### config.mk
export PLATFORM = sky130hd
export DESIGN_NAME = wwr_window_watchdog
export DESIGN_NICKNAME = d
export VERILOG_FILES = /design/src/pkg/wwr_pkg.sv /design/src/design/wwr_window_watchdog.sv /design/src/design/wwr_trigger_sampler.sv
export SDC_FILE = /design/constraint.sdc
export NUM_CORES = 1
export LEC_CHECK = 0
export BUFFER_PORTS_ARGS = -buffer_cell sky130_fd_sc_hd__clkbuf_2
export CAP_MARGIN = 20
export CORE_AREA = 4 4 78 80
export DETAILED_ROUTE_END_ITERATION = 6
export DIE_AREA = 0 0 82 84
export GPL_TIMING_DRIVEN = 0
export PLACE_DENSITY = 0.84
export SLEW_MARGIN = 20
export SYNTH_ARGS = -nofsm -noshare
export SYNTH_HDL_FRONTEND = slang
export SYNTH_HIERARCHICAL = 1
export SYNTH_SLANG_ARGS = --single-unit
### constraint.sdc
create_clock -name clock -period 6.9 [get_ports clock]
set_input_delay 0.345 -clock clock [delete_from_list [all_inputs] [get_ports clock]]
set_output_delay 0.345 -clock clock [all_outputs]
set_load 0.1 [all_outputs]
### src/pkg/wwr_pkg.sv
/*
  Constants, types and register map of the window watchdog and reset
  sequencer. Assumes a 20 MHz system clock and a 32-bit Avalon-MM slave.
*/
package wwr_pkg;

  // clock and sampling timebase
  localparam int CLK_PERIOD_NS = 50;
  localparam int SAMPLE_PERIOD_US = 500;
  localparam int SAMPLE_CYCLES = (SAMPLE_PERIOD_US * 1000) / CLK_PERIOD_NS;
  localparam int SAMPLE_CNT_W = 14;

  // nominal fast-timing durations
  localparam int HOLD_FAST_US = 16000;
  localparam int WINDOW_FAST_US = 32000;
  localparam int LONG_OPEN_FACTOR = 4;
  localparam int SLOW_SHIFT = 1;

  // window lengths counted in sample ticks
  localparam int TICK_W = 10;
  typedef logic [TICK_W-1:0] wwr_tick_t;
  localparam wwr_tick_t HOLD_TICKS =
    wwr_tick_t'(HOLD_FAST_US / SAMPLE_PERIOD_US);
  localparam wwr_tick_t WINDOW_TICKS =
    wwr_tick_t'(WINDOW_FAST_US / SAMPLE_PERIOD_US);
  localparam wwr_tick_t LONG_OPEN_TICKS =
    wwr_tick_t'(LONG_OPEN_FACTOR * WINDOW_FAST_US / SAMPLE_PERIOD_US);
  localparam wwr_tick_t TICK_ONE = 10'h001;

  // trigger pattern, oldest sample in the top bit: high, high, low, low
  localparam int HIST_W = 4;
  localparam logic [HIST_W-1:0] TRIG_PATTERN = 4'hC;

  typedef enum logic [2:0] {
    ST_HOLD,
    ST_IGNORE,
    ST_LONG_OPEN,
    ST_CLOSED,
    ST_OPEN,
    ST_IDLE
  } wwr_state_e;

  typedef struct packed {
    logic wdOff;
    logic wdSlow;
    logic rstSlow;
  } wwr_mode_s;

  typedef struct packed {
    logic earlyTrig;
    logic missedTrig;
    logic validTrig;
  } wwr_evt_s;

  localparam int EVT_W = 3;

  // register map, byte addresses
  localparam int ADDR_W = 4;
  localparam logic [ADDR_W-1:0] OFF_STATUS = 4'h0;
  localparam logic [ADDR_W-1:0] OFF_MASK = 4'h4;
  localparam logic [ADDR_W-1:0] OFF_STATE = 4'h8;
  localparam int STATE_MODE_LSB = 4;
  localparam int STATE_RSTOUT_BIT = 8;

endpackage

### src/design/wwr_window_watchdog.sv
/*
  Window watchdog and reset sequencer with an Avalon-MM register slave.
  Assumes one 20 MHz clock, synchronous inputs, static select straps and
  an Avalon master that holds its request until waitrequest is low.
*/
// The implementer's own choices: the register offsets and register access over Avalon-MM.
// Behaviour
// (RULE_01) watchdog mode comes from the static levels of both select pins
// (RULE_02) LL fast, LH slow, HL fast, HH off; reset fast only for LL
// (RULE_03) reset hold is 16 ms for LL, 32 ms otherwise
// (RULE_04) after power-on reset output stays low for the hold time
// (RULE_05) rising reset output starts a 32 ms ignore window
// (RULE_06) trigger input is disregarded during the ignore window
// (RULE_07) ignore window is followed by a 128 ms long open window
// (RULE_08) valid trigger in the long open window starts a 32 ms closed window
// (RULE_09) a falling edge on the trigger input is the trigger event
// (RULE_10) valid trigger is two high then two low samples, 0.5 ms apart
// (RULE_11) closed window end starts a standard 32 ms open window
// (RULE_12) valid trigger in the open window ends it at once
// (RULE_13) no trigger before the open window expires asserts reset
// (RULE_14) a trigger during the closed window asserts reset
// (RULE_15) processor pulses the trigger at a steady period
// (RULE_16) suggested trigger period is closed time plus half open time
// (RULE_17) trigger ending an open window starts a new closed window
// (RULE_18) slow timing doubles ignore, closed, open and long open windows
// (RULE_19) watchdog reset holds then restarts at ignore; off means no resets
`timescale 1ns/1ps
module wwr_window_watchdog #(
  parameter int SAMPLE_CYCLES = wwr_pkg::SAMPLE_CYCLES
) (
  input wire logic clock,
  input wire logic rst,
  input wire logic ce,
  input wire logic timingSelectA,
  input wire logic timingSelectB,
  input wire logic watchdogTriggerIn,
  output logic resetOutN,
  output logic irq,
  input wire logic [wwr_pkg::ADDR_W-1:0] address,
  input wire logic read,
  input wire logic write,
  input wire logic [31:0] writedata,
  output logic [31:0] readdata,
  output logic waitrequest
);

  // mode decode from the select straps
  function automatic wwr_pkg::wwr_mode_s decodeMode(input logic a,
                                                    input logic b);
    wwr_pkg::wwr_mode_s m;
    m.wdOff = a & b; // RULE_02
    m.wdSlow = ~a & b; // RULE_02
    m.rstSlow = a | b; // RULE_02 RULE_03
    return m;
  endfunction

  // doubles a fast duration when slow timing is chosen
  function automatic wwr_pkg::wwr_tick_t scaleTicks(
      input wwr_pkg::wwr_tick_t base, input logic slow);
    return slow ? base << wwr_pkg::SLOW_SHIFT : base; // RULE_18
  endfunction

  // length of the window belonging to a state, in sample ticks
  function automatic wwr_pkg::wwr_tick_t windowLimit(
      input wwr_pkg::wwr_state_e st, input wwr_pkg::wwr_mode_s m);
    wwr_pkg::wwr_tick_t lim;
    lim = scaleTicks(wwr_pkg::WINDOW_TICKS, m.wdSlow);
    if (st == wwr_pkg::ST_HOLD) begin
      lim = scaleTicks(wwr_pkg::HOLD_TICKS, m.rstSlow); // RULE_03
    end else if (st == wwr_pkg::ST_LONG_OPEN) begin
      lim = scaleTicks(wwr_pkg::LONG_OPEN_TICKS, m.wdSlow); // RULE_07
    end
    return lim;
  endfunction

  wwr_pkg::wwr_state_e state_reg;
  wwr_pkg::wwr_state_e state_next;
  wwr_pkg::wwr_tick_t tickCnt_reg;
  wwr_pkg::wwr_tick_t tickCnt_next;
  wwr_pkg::wwr_mode_s mode_reg;
  wwr_pkg::wwr_mode_s mode_next;
  logic resetOutN_reg;
  logic resetOutN_next;
  wwr_pkg::wwr_evt_s evt;
  wwr_pkg::wwr_tick_t limit;
  logic sampleTick;
  logic trigValid;
  logic samplerClear;
  logic windowDone;

  logic [wwr_pkg::EVT_W-1:0] status_reg;
  logic [wwr_pkg::EVT_W-1:0] status_next;
  logic [wwr_pkg::EVT_W-1:0] mask_reg;
  logic [wwr_pkg::EVT_W-1:0] mask_next;
  logic irq_reg;
  logic irq_next;
  logic wait_reg;
  logic wait_next;
  logic [31:0] rdata_reg;
  logic [31:0] rdata_next;
  logic accept;

  // trigger sampler history is held cleared outside the watched windows
  assign samplerClear = (state_reg == wwr_pkg::ST_HOLD) ||
    (state_reg == wwr_pkg::ST_IGNORE) ||
    (state_reg == wwr_pkg::ST_IDLE); // RULE_06

  wwr_trigger_sampler #(
    .SAMPLE_CYCLES(SAMPLE_CYCLES)
  ) sampler (
    .clock(clock),
    .rst(rst),
    .ce(ce),
    .clear(samplerClear),
    .trigIn(watchdogTriggerIn),
    .sampleTick(sampleTick),
    .validPulse(trigValid)
  );

  // window end detection
  always_comb begin
    limit = windowLimit(state_reg, mode_reg);
    windowDone = sampleTick && (tickCnt_reg == limit - wwr_pkg::TICK_ONE);
  end

  // sequencer next state
  always_comb begin
    state_next = state_reg;
    tickCnt_next = sampleTick ? tickCnt_reg + wwr_pkg::TICK_ONE : tickCnt_reg;
    mode_next = mode_reg;
    resetOutN_next = resetOutN_reg;
    evt = '0;
    unique case (state_reg)
      wwr_pkg::ST_HOLD: begin
        mode_next = decodeMode(timingSelectA, timingSelectB); // RULE_01
        resetOutN_next = 1'b0; // RULE_04
        if (windowDone) begin
          resetOutN_next = 1'b1; // RULE_04
          tickCnt_next = '0;
          // off mode never enters the watched windows
          state_next = mode_reg.wdOff ? wwr_pkg::ST_IDLE
                                      : wwr_pkg::ST_IGNORE; // RULE_05 RULE_19
        end
      end
      wwr_pkg::ST_IGNORE: begin
        if (windowDone) begin
          state_next = wwr_pkg::ST_LONG_OPEN; // RULE_07
          tickCnt_next = '0;
        end
      end
      wwr_pkg::ST_LONG_OPEN, wwr_pkg::ST_OPEN: begin
        if (trigValid) begin
          evt.validTrig = 1'b1;
          state_next = wwr_pkg::ST_CLOSED; // RULE_08 RULE_12 RULE_17
          tickCnt_next = '0;
        end else if (windowDone) begin
          evt.missedTrig = 1'b1;
          state_next = wwr_pkg::ST_HOLD; // RULE_13 RULE_19
          resetOutN_next = 1'b0;
          tickCnt_next = '0;
        end
      end
      wwr_pkg::ST_CLOSED: begin
        if (trigValid) begin
          evt.earlyTrig = 1'b1;
          state_next = wwr_pkg::ST_HOLD; // RULE_14 RULE_19
          resetOutN_next = 1'b0;
          tickCnt_next = '0;
        end else if (windowDone) begin
          state_next = wwr_pkg::ST_OPEN; // RULE_11
          tickCnt_next = '0;
        end
      end
      wwr_pkg::ST_IDLE: begin
        tickCnt_next = '0; // watchdog off, reset stays high
      end
      default: begin
        state_next = wwr_pkg::ST_HOLD;
        resetOutN_next = 1'b0;
        tickCnt_next = '0;
      end
    endcase
  end

  // sequencer registers
  always_ff @(posedge clock) begin
    if (rst) begin
      state_reg <= wwr_pkg::ST_HOLD;
      tickCnt_reg <= '0;
      mode_reg <= '0;
      resetOutN_reg <= 1'b0;
    end else if (ce) begin
      state_reg <= state_next;
      tickCnt_reg <= tickCnt_next;
      mode_reg <= mode_next;
      resetOutN_reg <= resetOutN_next;
    end
  end

  // bus slave, status, mask and interrupt next values
  always_comb begin
    accept = (read || write) && !wait_reg;
    wait_next = !((read || write) && wait_reg);
    status_next = status_reg;
    mask_next = mask_reg;
    rdata_next = rdata_reg;
    if (accept && write && address == wwr_pkg::OFF_STATUS) begin
      status_next = status_reg & ~writedata[wwr_pkg::EVT_W-1:0];
    end
    if (accept && write && address == wwr_pkg::OFF_MASK) begin
      mask_next = writedata[wwr_pkg::EVT_W-1:0];
    end
    status_next = status_next | evt; // set wins over clear
    if ((read || write) && wait_reg) begin
      rdata_next = '0;
      if (read) begin
        unique case (address)
          wwr_pkg::OFF_STATUS: rdata_next = 32'(status_reg);
          wwr_pkg::OFF_MASK: rdata_next = 32'(mask_reg);
          wwr_pkg::OFF_STATE: begin
            rdata_next = 32'(state_reg);
            rdata_next[wwr_pkg::STATE_MODE_LSB +: wwr_pkg::EVT_W] =
              mode_reg;
            rdata_next[wwr_pkg::STATE_RSTOUT_BIT] = resetOutN_reg;
          end
          default: rdata_next = '0;
        endcase
      end
    end
    irq_next = |(status_next & mask_next);
  end

  // bus slave registers
  always_ff @(posedge clock) begin
    if (rst) begin
      status_reg <= '0;
      mask_reg <= '0;
      irq_reg <= 1'b0;
      wait_reg <= 1'b1;
      rdata_reg <= '0;
    end else if (ce) begin
      status_reg <= status_next;
      mask_reg <= mask_next;
      irq_reg <= irq_next;
      wait_reg <= wait_next;
      rdata_reg <= rdata_next;
    end
  end

  assign resetOutN = resetOutN_reg;
  assign irq = irq_reg;
  assign readdata = rdata_reg;
  assign waitrequest = wait_reg;

  // reset output only falls while holding
  a_reset_fall_hold: assert property ( // RULE_04
    @(posedge clock) disable iff (rst)
    $fell(resetOutN_reg) |-> state_reg == wwr_pkg::ST_HOLD)
    else $error("reset output fell outside hold");

  // release of reset opens the ignore window or the idle state
  a_release_ignore: assert property ( // RULE_05
    @(posedge clock) disable iff (rst)
    $rose(resetOutN_reg) |-> state_reg == wwr_pkg::ST_IGNORE ||
      state_reg == wwr_pkg::ST_IDLE)
    else $error("reset release did not start ignore window");

  // hold length depends on reset timing
  a_hold_length: assert property ( // RULE_03
    @(posedge clock) disable iff (rst)
    state_reg == wwr_pkg::ST_HOLD |->
      tickCnt_reg < (mode_reg.rstSlow ?
        wwr_pkg::HOLD_TICKS << wwr_pkg::SLOW_SHIFT :
        wwr_pkg::HOLD_TICKS))
    else $error("hold counter beyond hold time");

  // no trigger is seen during the ignore window
  a_ignore_quiet: assert property ( // RULE_06
    @(posedge clock) disable iff (rst)
    state_reg == wwr_pkg::ST_IGNORE |-> !trigValid)
    else $error("trigger seen in ignore window");

  // trigger in long open window starts closed window
  a_long_to_closed: assert property ( // RULE_08
    @(posedge clock) disable iff (rst)
    ce && state_reg == wwr_pkg::ST_LONG_OPEN && trigValid |=>
      state_reg == wwr_pkg::ST_CLOSED && tickCnt_reg == '0)
    else $error("long open trigger did not close window");

  // early trigger asserts reset
  a_closed_early: assert property ( // RULE_14
    @(posedge clock) disable iff (rst)
    ce && state_reg == wwr_pkg::ST_CLOSED && trigValid |=>
      !resetOutN_reg && status_reg[wwr_pkg::EVT_W-1])
    else $error("early trigger did not assert reset");

  // trigger in open window starts a new closed window
  a_open_to_closed: assert property ( // RULE_12
    @(posedge clock) disable iff (rst)
    ce && state_reg == wwr_pkg::ST_OPEN && trigValid |=>
      state_reg == wwr_pkg::ST_CLOSED)
    else $error("open window trigger did not close window");

  // missed trigger asserts reset for at least two cycles
  a_open_missed: assert property ( // RULE_13
    @(posedge clock) disable iff (rst)
    ce && state_reg == wwr_pkg::ST_OPEN && windowDone && !trigValid |=>
      !resetOutN_reg ##1 !resetOutN_reg)
    else $error("missed trigger did not assert reset");

  // closed window expiry opens the standard window
  a_closed_to_open: assert property ( // RULE_11
    @(posedge clock) disable iff (rst)
    ce && state_reg == wwr_pkg::ST_CLOSED && windowDone && !trigValid |=>
      state_reg == wwr_pkg::ST_OPEN)
    else $error("closed window did not open window");

  // watchdog off never resets after the first hold
  a_off_no_reset: assert property ( // RULE_19
    @(posedge clock) disable iff (rst)
    state_reg == wwr_pkg::ST_IDLE |=> resetOutN_reg)
    else $error("reset asserted with watchdog off");

  // long open window running out asserts reset
  a_long_missed: assert property ( // RULE_07
    @(posedge clock) disable iff (rst)
    ce && state_reg == wwr_pkg::ST_LONG_OPEN && windowDone && !trigValid |=>
      state_reg == wwr_pkg::ST_HOLD && !resetOutN_reg)
    else $error("long open expiry did not assert reset");

  // long open window never outlasts four standard windows
  a_long_bound: assert property ( // RULE_07 RULE_18
    @(posedge clock) disable iff (rst)
    state_reg == wwr_pkg::ST_LONG_OPEN |->
      tickCnt_reg < (mode_reg.wdSlow ?
        wwr_pkg::LONG_OPEN_TICKS << wwr_pkg::SLOW_SHIFT :
        wwr_pkg::LONG_OPEN_TICKS))
    else $error("long open counter beyond its limit");

  // closed and open windows never outlast one standard window
  a_window_bound: assert property ( // RULE_11 RULE_18
    @(posedge clock) disable iff (rst)
    state_reg == wwr_pkg::ST_CLOSED || state_reg == wwr_pkg::ST_OPEN |->
      tickCnt_reg < (mode_reg.wdSlow ?
        wwr_pkg::WINDOW_TICKS << wwr_pkg::SLOW_SHIFT :
        wwr_pkg::WINDOW_TICKS))
    else $error("window counter beyond its limit");

  // interrupt level follows masked status
  a_irq_level: assert property (@(posedge clock) disable iff (rst)
    irq_reg == |(status_reg & mask_reg))
    else $error("interrupt disagrees with status and mask");

endmodule

### src/design/wwr_trigger_sampler.sv
/*
  Trigger sampler: divides the clock into 0.5 ms sample ticks and looks
  for two high samples followed by two low samples on the trigger input.
  Assumes the trigger input is synchronous to clock.
*/
`timescale 1ns/1ps
module wwr_trigger_sampler #(
  parameter int SAMPLE_CYCLES = wwr_pkg::SAMPLE_CYCLES
) (
  input wire logic clock,
  input wire logic rst,
  input wire logic ce,
  input wire logic clear,
  input wire logic trigIn,
  output logic sampleTick,
  output logic validPulse
);

  logic [wwr_pkg::SAMPLE_CNT_W-1:0] div_reg;
  logic [wwr_pkg::SAMPLE_CNT_W-1:0] div_next;
  logic [wwr_pkg::HIST_W-1:0] hist_reg;
  logic [wwr_pkg::HIST_W-1:0] hist_next;
  logic tick_reg;
  logic tick_next;
  logic valid_reg;
  logic valid_next;
  logic tickNow;

  localparam int DIV_LAST_INT = SAMPLE_CYCLES - 1;
  localparam logic [wwr_pkg::SAMPLE_CNT_W-1:0] DIV_LAST =
    DIV_LAST_INT[wwr_pkg::SAMPLE_CNT_W-1:0];

  // divider and sample history
  always_comb begin
    tickNow = (div_reg == DIV_LAST);
    div_next = tickNow ? '0 : div_reg + 1'b1;
    tick_next = tickNow;
    hist_next = hist_reg;
    valid_next = 1'b0;
    if (clear) begin
      hist_next = '0; // RULE_06
    end else if (tickNow) begin
      hist_next = {hist_reg[wwr_pkg::HIST_W-2:0], trigIn};
      valid_next = ({hist_reg[wwr_pkg::HIST_W-2:0], trigIn} ==
        wwr_pkg::TRIG_PATTERN); // RULE_09 RULE_10
    end
  end

  always_ff @(posedge clock) begin
    if (rst) begin
      div_reg <= '0;
      hist_reg <= '0;
      tick_reg <= 1'b0;
      valid_reg <= 1'b0;
    end else if (ce) begin
      div_reg <= div_next;
      hist_reg <= hist_next;
      tick_reg <= tick_next;
      valid_reg <= valid_next;
    end
  end

  assign sampleTick = tick_reg;
  assign validPulse = valid_reg;

  // a valid pulse only follows a full high-high-low-low history
  a_pattern_pulse: assert property ( // RULE_10
    @(posedge clock) disable iff (rst)
    valid_reg |-> hist_reg == wwr_pkg::TRIG_PATTERN && tick_reg)
    else $error("trigger pulse without matching samples");

endmodule

==> Yosys cells after proc, flatten, opt, wreduce, memory -nomap -nowiden <==
Cells that the tools add are included.
{ "totals": {"out_inout_bits": 35, "in_bits": 44, "reg_bits": 76} }
{ "classes": {"addsub": 3, "n_mux": 35, "bitwise": 10, "n_reduce_logical": 24, "eq_ne": 17} }
{ "ops": {"columns": ["operator", "count"], "rows": [
  ["2-to-1 mux 10 bit", 6],
  ["2-to-1 mux 3 bit", 11],
  ["one-hot mux 9 bit (3 select lines)", 1],
  ["one-hot mux 10 bit (2 select lines)", 1],
  ["one-hot mux 3 bit (5 select lines)", 1],
  ["adder 14 x 1 -> 14 bit (second input constant)", 1],
  ["== test 14 bit (second input constant)", 1],
  ["2-to-1 mux 14 bit", 1],
  ["adder 10 x 1 -> 10 bit (second input constant)", 1],
  ["== test 10 bit", 1],
  ["subtractor 10 x 1 -> 10 bit (second input constant)", 1],
  ["2-to-1 mux 1 bit", 9],
  ["2-to-1 mux 9 bit", 1],
  ["== test 4 bit (second input constant)", 2],
  ["2-to-1 mux 8 bit", 1],
  ["inequality test 2 bit (second input constant)", 4],
  ["2-to-1 mux 7 bit", 1],
  ["AND 3 bit", 2],
  ["== test 3 x 2 -> 1 bit (second input constant)", 2],
  ["== test 3 bit (second input constant)", 2],
  ["logical AND 1 bit", 6],
  ["inequality test 3 x 2 -> 1 bit (second input constant)", 2],
  ["AND reduction 2 bit", 3],
  ["AND reduction 6 bit", 1],
  ["18 further kinds", 27]
]} }

==> Depth between registers and ports, before layout <==
{ "logic_depth": {"ltp_word": 12, "mapped_depth": 12, "mapped_depth_nobuf": 10} }

==> Modules after synthesis <==
Netlist, hierarchy kept.
{ "modules_own_cells": {"columns": ["module", "cells_per_inst", "instances", "area_per_inst_um2"], "rows": [
  ["wwr_window_watchdog", 263, 1, 2153.3],
  ["wwr_trigger_sampler", 96, 1, 862.1]
]} }

==> Worst setup path before layout <==
No wires, ideal clock.
{ "synth_path": {"kind": "reg-to-reg", "start": "register state_reg[0]", "end": "register state_reg[1]", "stages_incl_launch_ff": 10, "n_path_buf": 1, "synth_period_minus_slack_ns": 2.487, "t_required_ns": 6.826, "path_slack_ns": 4.413, "arrival_ns": 2.413, "path_cell_list": "dfxtp_1 buf_6 or4_4 ha_1 xor2_1 xnor2_1 nor4b_4 o21ai_2 or3_1 a31oi_1"} }
{ "synth_via": {"elab_chain_len": 8, "elab_cells_between_ends": 19, "cone_classes": "1 x add/sub; 10 x eq/ne; 3 x mux; 1 x bitwise; 4 x reduce/logical"} }
{ "synth_lines": {"columns": ["element", "line_no", "source"], "rows": [
  ["from (decl)", "wwr_window_watchdog.sv:76", "wwr_pkg::wwr_state_e state_reg;"],
  ["from (signal assigned)", "wwr_window_watchdog.sv:188", "state_reg <= wwr_pkg::ST_HOLD;"],
  ["from (signal assigned)", "wwr_window_watchdog.sv:193", "state_reg <= state_next;"],
  ["== test 3 x 2 -> 1 bit", "wwr_window_watchdog.sv:70, wwr_window_watchdog.sv:133", null],
  ["2-to-1 mux 10 bit", "wwr_window_watchdog.sv:70", "end else if (st == wwr_pkg::ST_LONG_OPEN) begin"],
  ["2-to-1 mux 10 bit", "wwr_window_watchdog.sv:68", "if (st == wwr_pkg::ST_HOLD) begin"],
  ["subtractor 10 x 1 -> 10 bit", "wwr_window_watchdog.sv:123", "windowDone = sampleTick && (tickCnt_reg == limit - wwr_pkg::TICK_ONE);"],
  ["== test 10 bit", "wwr_window_watchdog.sv:123", null],
  ["logical AND 1 bit", "wwr_window_watchdog.sv:123", null],
  ["inequality test 3 x 2 -> 1 bit (no line) / inequality test 2 bit (equally long branches)", null, null],
  ["AND reduction 6 bit (no line)", null, null]
]} }
Several ways; a longest one is shown, not always the timed one.
A chain may end at the register's enable or synchronous reset.

==> Worst setup path in the final report <==
{ "layout_path": {"start": "register state_reg[0]", "end": "register tickCnt_reg[3]"} }
{ "layout_via": {"elab_chain_len": 9, "elab_cells_between_ends": 15, "cone_classes": "1 x add/sub; 5 x eq/ne; 5 x mux; 4 x reduce/logical"} }
{ "layout_lines": {"columns": ["element", "line_no", "source"], "rows": [
  ["== test 3 x 2 -> 1 bit", "wwr_window_watchdog.sv:70, wwr_window_watchdog.sv:133", null],
  ["2-to-1 mux 10 bit", "wwr_window_watchdog.sv:70", null],
  ["2-to-1 mux 10 bit", "wwr_window_watchdog.sv:68", null],
  ["subtractor 10 x 1 -> 10 bit", "wwr_window_watchdog.sv:123", null],
  ["== test 10 bit", "wwr_window_watchdog.sv:123", null],
  ["logical AND 1 bit", "wwr_window_watchdog.sv:123", null],
  ["2-to-1 mux 10 bit", null, null],
  ["2-to-1 mux 10 bit", "wwr_window_watchdog.sv:164", "if (trigValid) begin"],
  ["one-hot mux 10 bit (2 select lines) *", "wwr_window_watchdog.sv:133", "unique case (state_reg)"],
  ["to (signal assigned)", "wwr_window_watchdog.sv:194", "tickCnt_reg <= tickCnt_next;"],
  ["to (decl)", "wwr_window_watchdog.sv:78", "wwr_pkg::wwr_tick_t tickCnt_reg;"]
]} }
Mark *: on every way between the ends. The rest lies on a longest branch, timed or not.

==> impl_metrics.env <==
export IMPL_dp_hpwl_um=4660
export IMPL_antenna_cells=0
export IMPL_cts_root_buf="clkbuf_8"
export IMPL_htreeDepth=2
export IMPL_cts_sinks=51
export IMPL_power_mw=0.608
export IMPL_hold_class="in -> reg"
export IMPL_antenna_left=0
export IMPL_wl_um=6280
export IMPL_first_pass_iters=4
export IMPL_hold_violations=0
export IMPL_die_area_um2=6890
export IMPL_slew_viol_final=0
export IMPL_gr_usage_all_layers_pct=19.2
export IMPL_ys_flop_type="dfxtp_1"
export IMPL_relSlewSlack_pct=48.5
export IMPL_yosysSeqAreaShare_pct=33.9
export IMPL_cp_required_ps=7070
export IMPL_worstSkewPairLatency_ps=300
export IMPL_drt_iter0_markers=187
export IMPL_max_cap_viol_count=0
export IMPL_final_cell_mix="dfxtp_1 (51), nor2_1 (43), buf_4 (25), conb_1 (25), clkbuf_2 (24)"
export IMPL_holdWs_ps=309
export IMPL_ys_ff_latch=51
export IMPL_min_period_over_period_pct=40.0
export IMPL_cts_resized=0
export IMPL_fmax_mhz=362
export IMPL_async_flop_share_pct=0
export IMPL_io_pins=79
export IMPL_setup_viol=0
export IMPL_path_max_fanout=8
export IMPL_yosysUniqueCellTypes=51
export IMPL_endpoint_kind="register"
export IMPL_dieHeight_um=84
export IMPL_nets=462
export IMPL_fin_skew_ps=6.25
export IMPL_setup_worst_path_class="reg -> reg"
export IMPL_rows=27
export IMPL_drc=0
export IMPL_clk_path_buf_depth=2
export IMPL_layout_commonest_cell="dfxtp_1"
export IMPL_design_area_um2=3420
export IMPL_post_route_min_period_ps=2760
export IMPL_syn_inst=359
export IMPL_syn_area_per_cell_um2=8.40
export IMPL_antenna_found_initial=0
export IMPL_routabilityCongestion=0.945
export IMPL_core_area_um2=5410
export IMPL_synthTopCellsByArea="dfxtp_1 (34%), buf_4 (6.2%), nor2_1 (5.4%)"
export IMPL_largest_reg_flops=14
export IMPL_cts_buffers=5
export IMPL_grt_max_degree=16
export IMPL_drive_gt1_share_pct=18.8
export IMPL_setup_tns_ps=0
export IMPL_rsz0062_at_grt="false"
export IMPL_p_leak_nw=1.37
export IMPL_start_util_pct=55.8
export IMPL_grt_pass1_wl_um=10800
export IMPL_post_cts_setup_buffer_count=0
export IMPL_synthXorXnorAreaFrac_pct=6.68
export IMPL_yosysTopAreaCell="dfxtp_1"
export IMPL_vdd_drop_max_v=0.000121
export IMPL_tightest_slew_ps=767
export IMPL_synth_edff_count=0
export IMPL_stdcell_count=487
export IMPL_via_per_inst=5.34
export IMPL_clk_pin_slew_ps=90
export IMPL_cts_hold_buf=0
export IMPL_cts_tree="built"
export IMPL_wl_per_cell_um=12.9
export IMPL_fp_dieW_um=82
export IMPL_yosysWarnings=6
export IMPL_synth_area_mux_share_pct=2.66
export IMPL_yosysTopAreaCellShare_pct=33.9
export IMPL_synth_fa_ha_area_share_pct=1.99
export IMPL_synth_compound_area_share_pct=13.6
export IMPL_vias=2601
export IMPL_dp_cells=479
export IMPL_synthSimpleGateAreaFrac_pct=28.0
export IMPL_grt_pass1_vias=2386
export IMPL_p_per_area_nw_per_um2=178
export IMPL_io_buffer_count=24
export IMPL_start_kind="register"
export IMPL_arrival_ps=2930
export IMPL_outcome="finished clean"
export IMPL_synth_top_family_by_area="simple AND/OR/NAND/NOR gates"
export IMPL_synthesis_area_um2=3020
export IMPL_area_growth_pct=13.4
export IMPL_grt_ovfl_total=0
export IMPL_place_area_um2=3320
through the flow:
step	setup slack (ps)	util [%]
2_1_floorplan	4410	-
3_3_place_gp	4190	61.3
3_5_place_dp	4180	61.3
4_1_cts	4150	63.3
5_1_grt	3970	63.3
6_report	4140	63.3
cells by family (layout without fill, tap and decap cells):
group,after synthesis,in the layout
AND/OR/NAND/NOR,154,154
flip-flops,51,51
multiplexers,8,8
other,1,25
adder cells (fa/ha/maj),5,5
buffers and inverters,52,84
AO/OA/AOI/OAI,65,65
XOR/XNOR,23,23
critical path, cell delays in order (launching register included):
cell     delay (ps)
dfxtp_1         320
buf_6           130
or4_4           540
ha_1            320
xnor2_1         130
nor3b_1         240
nor4b_4         280
o21ai_2         150
a21oi_1         430
nor3_1          100
where the power goes:
| part | total [mW] | switching (mW) | internal (mW) |
|---|---|---|---|
| clock network | 0.189 | 0.0972 | 0.0913 |
| registers | 0.302 | 0.00457 | 0.298 |
| logic | 0.117 | 0.0904 | 0.0271 |
| total | 0.608 | 0.192 | 0.416 |
cells in the mapped netlist (all sizes together), types with 5 or more instances:
cell type / number
dfxtp: 51
nor2: 43
buf: 29
a21oi: 19
nand2: 18
nor3: 18
nand3: 17
o21ai: 14
xnor2: 14
clkbuf: 13
nand2b: 11
nand4: 11
inv: 10
a22oi: 9
xor2: 9
mux2i: 8
nor4: 7
nand3b: 5
layer usage:
layer  vias up  global-route usage, %  wire (µm)
met3        11                   4.10        314
met2        66                   30.6       3010
met1      1187                   25.8       2880
met5         -                      0          0
li1       1337                      -          -
met4         0                   5.44         68
cell type report:
type | count | area [µm²]
well taps | 72 | 90.1
flip-flops and latches | 51 | 1020
clock inverters | 1 | 7.51
repair buffers | 24 | 120
plain buffers | 42 | 355
inverters | 10 | 37.5
fillers | 495 | 1990
multi-input cells | 280 | 1690
clock buffers | 7 | 96.3
path summary, 6_finish.rpt:
| kind | start | endpoint | slack (ps) | cells after the start |
|---|---|---|---|---|
| max reg2reg | state_reg[0] | tickCnt_reg[3] | 4140 | 9 |
| min | timingSelectB | mode_reg[2] | 310 | 3 |
| max | state_reg[0] | tickCnt_reg[3] | 4140 | 9 |
| min reg2reg | sampler/hist_reg[2] | sampler/hist_reg[2] | 480 | 2 |
No activity file was read; power rests on OpenSTA's default activity.
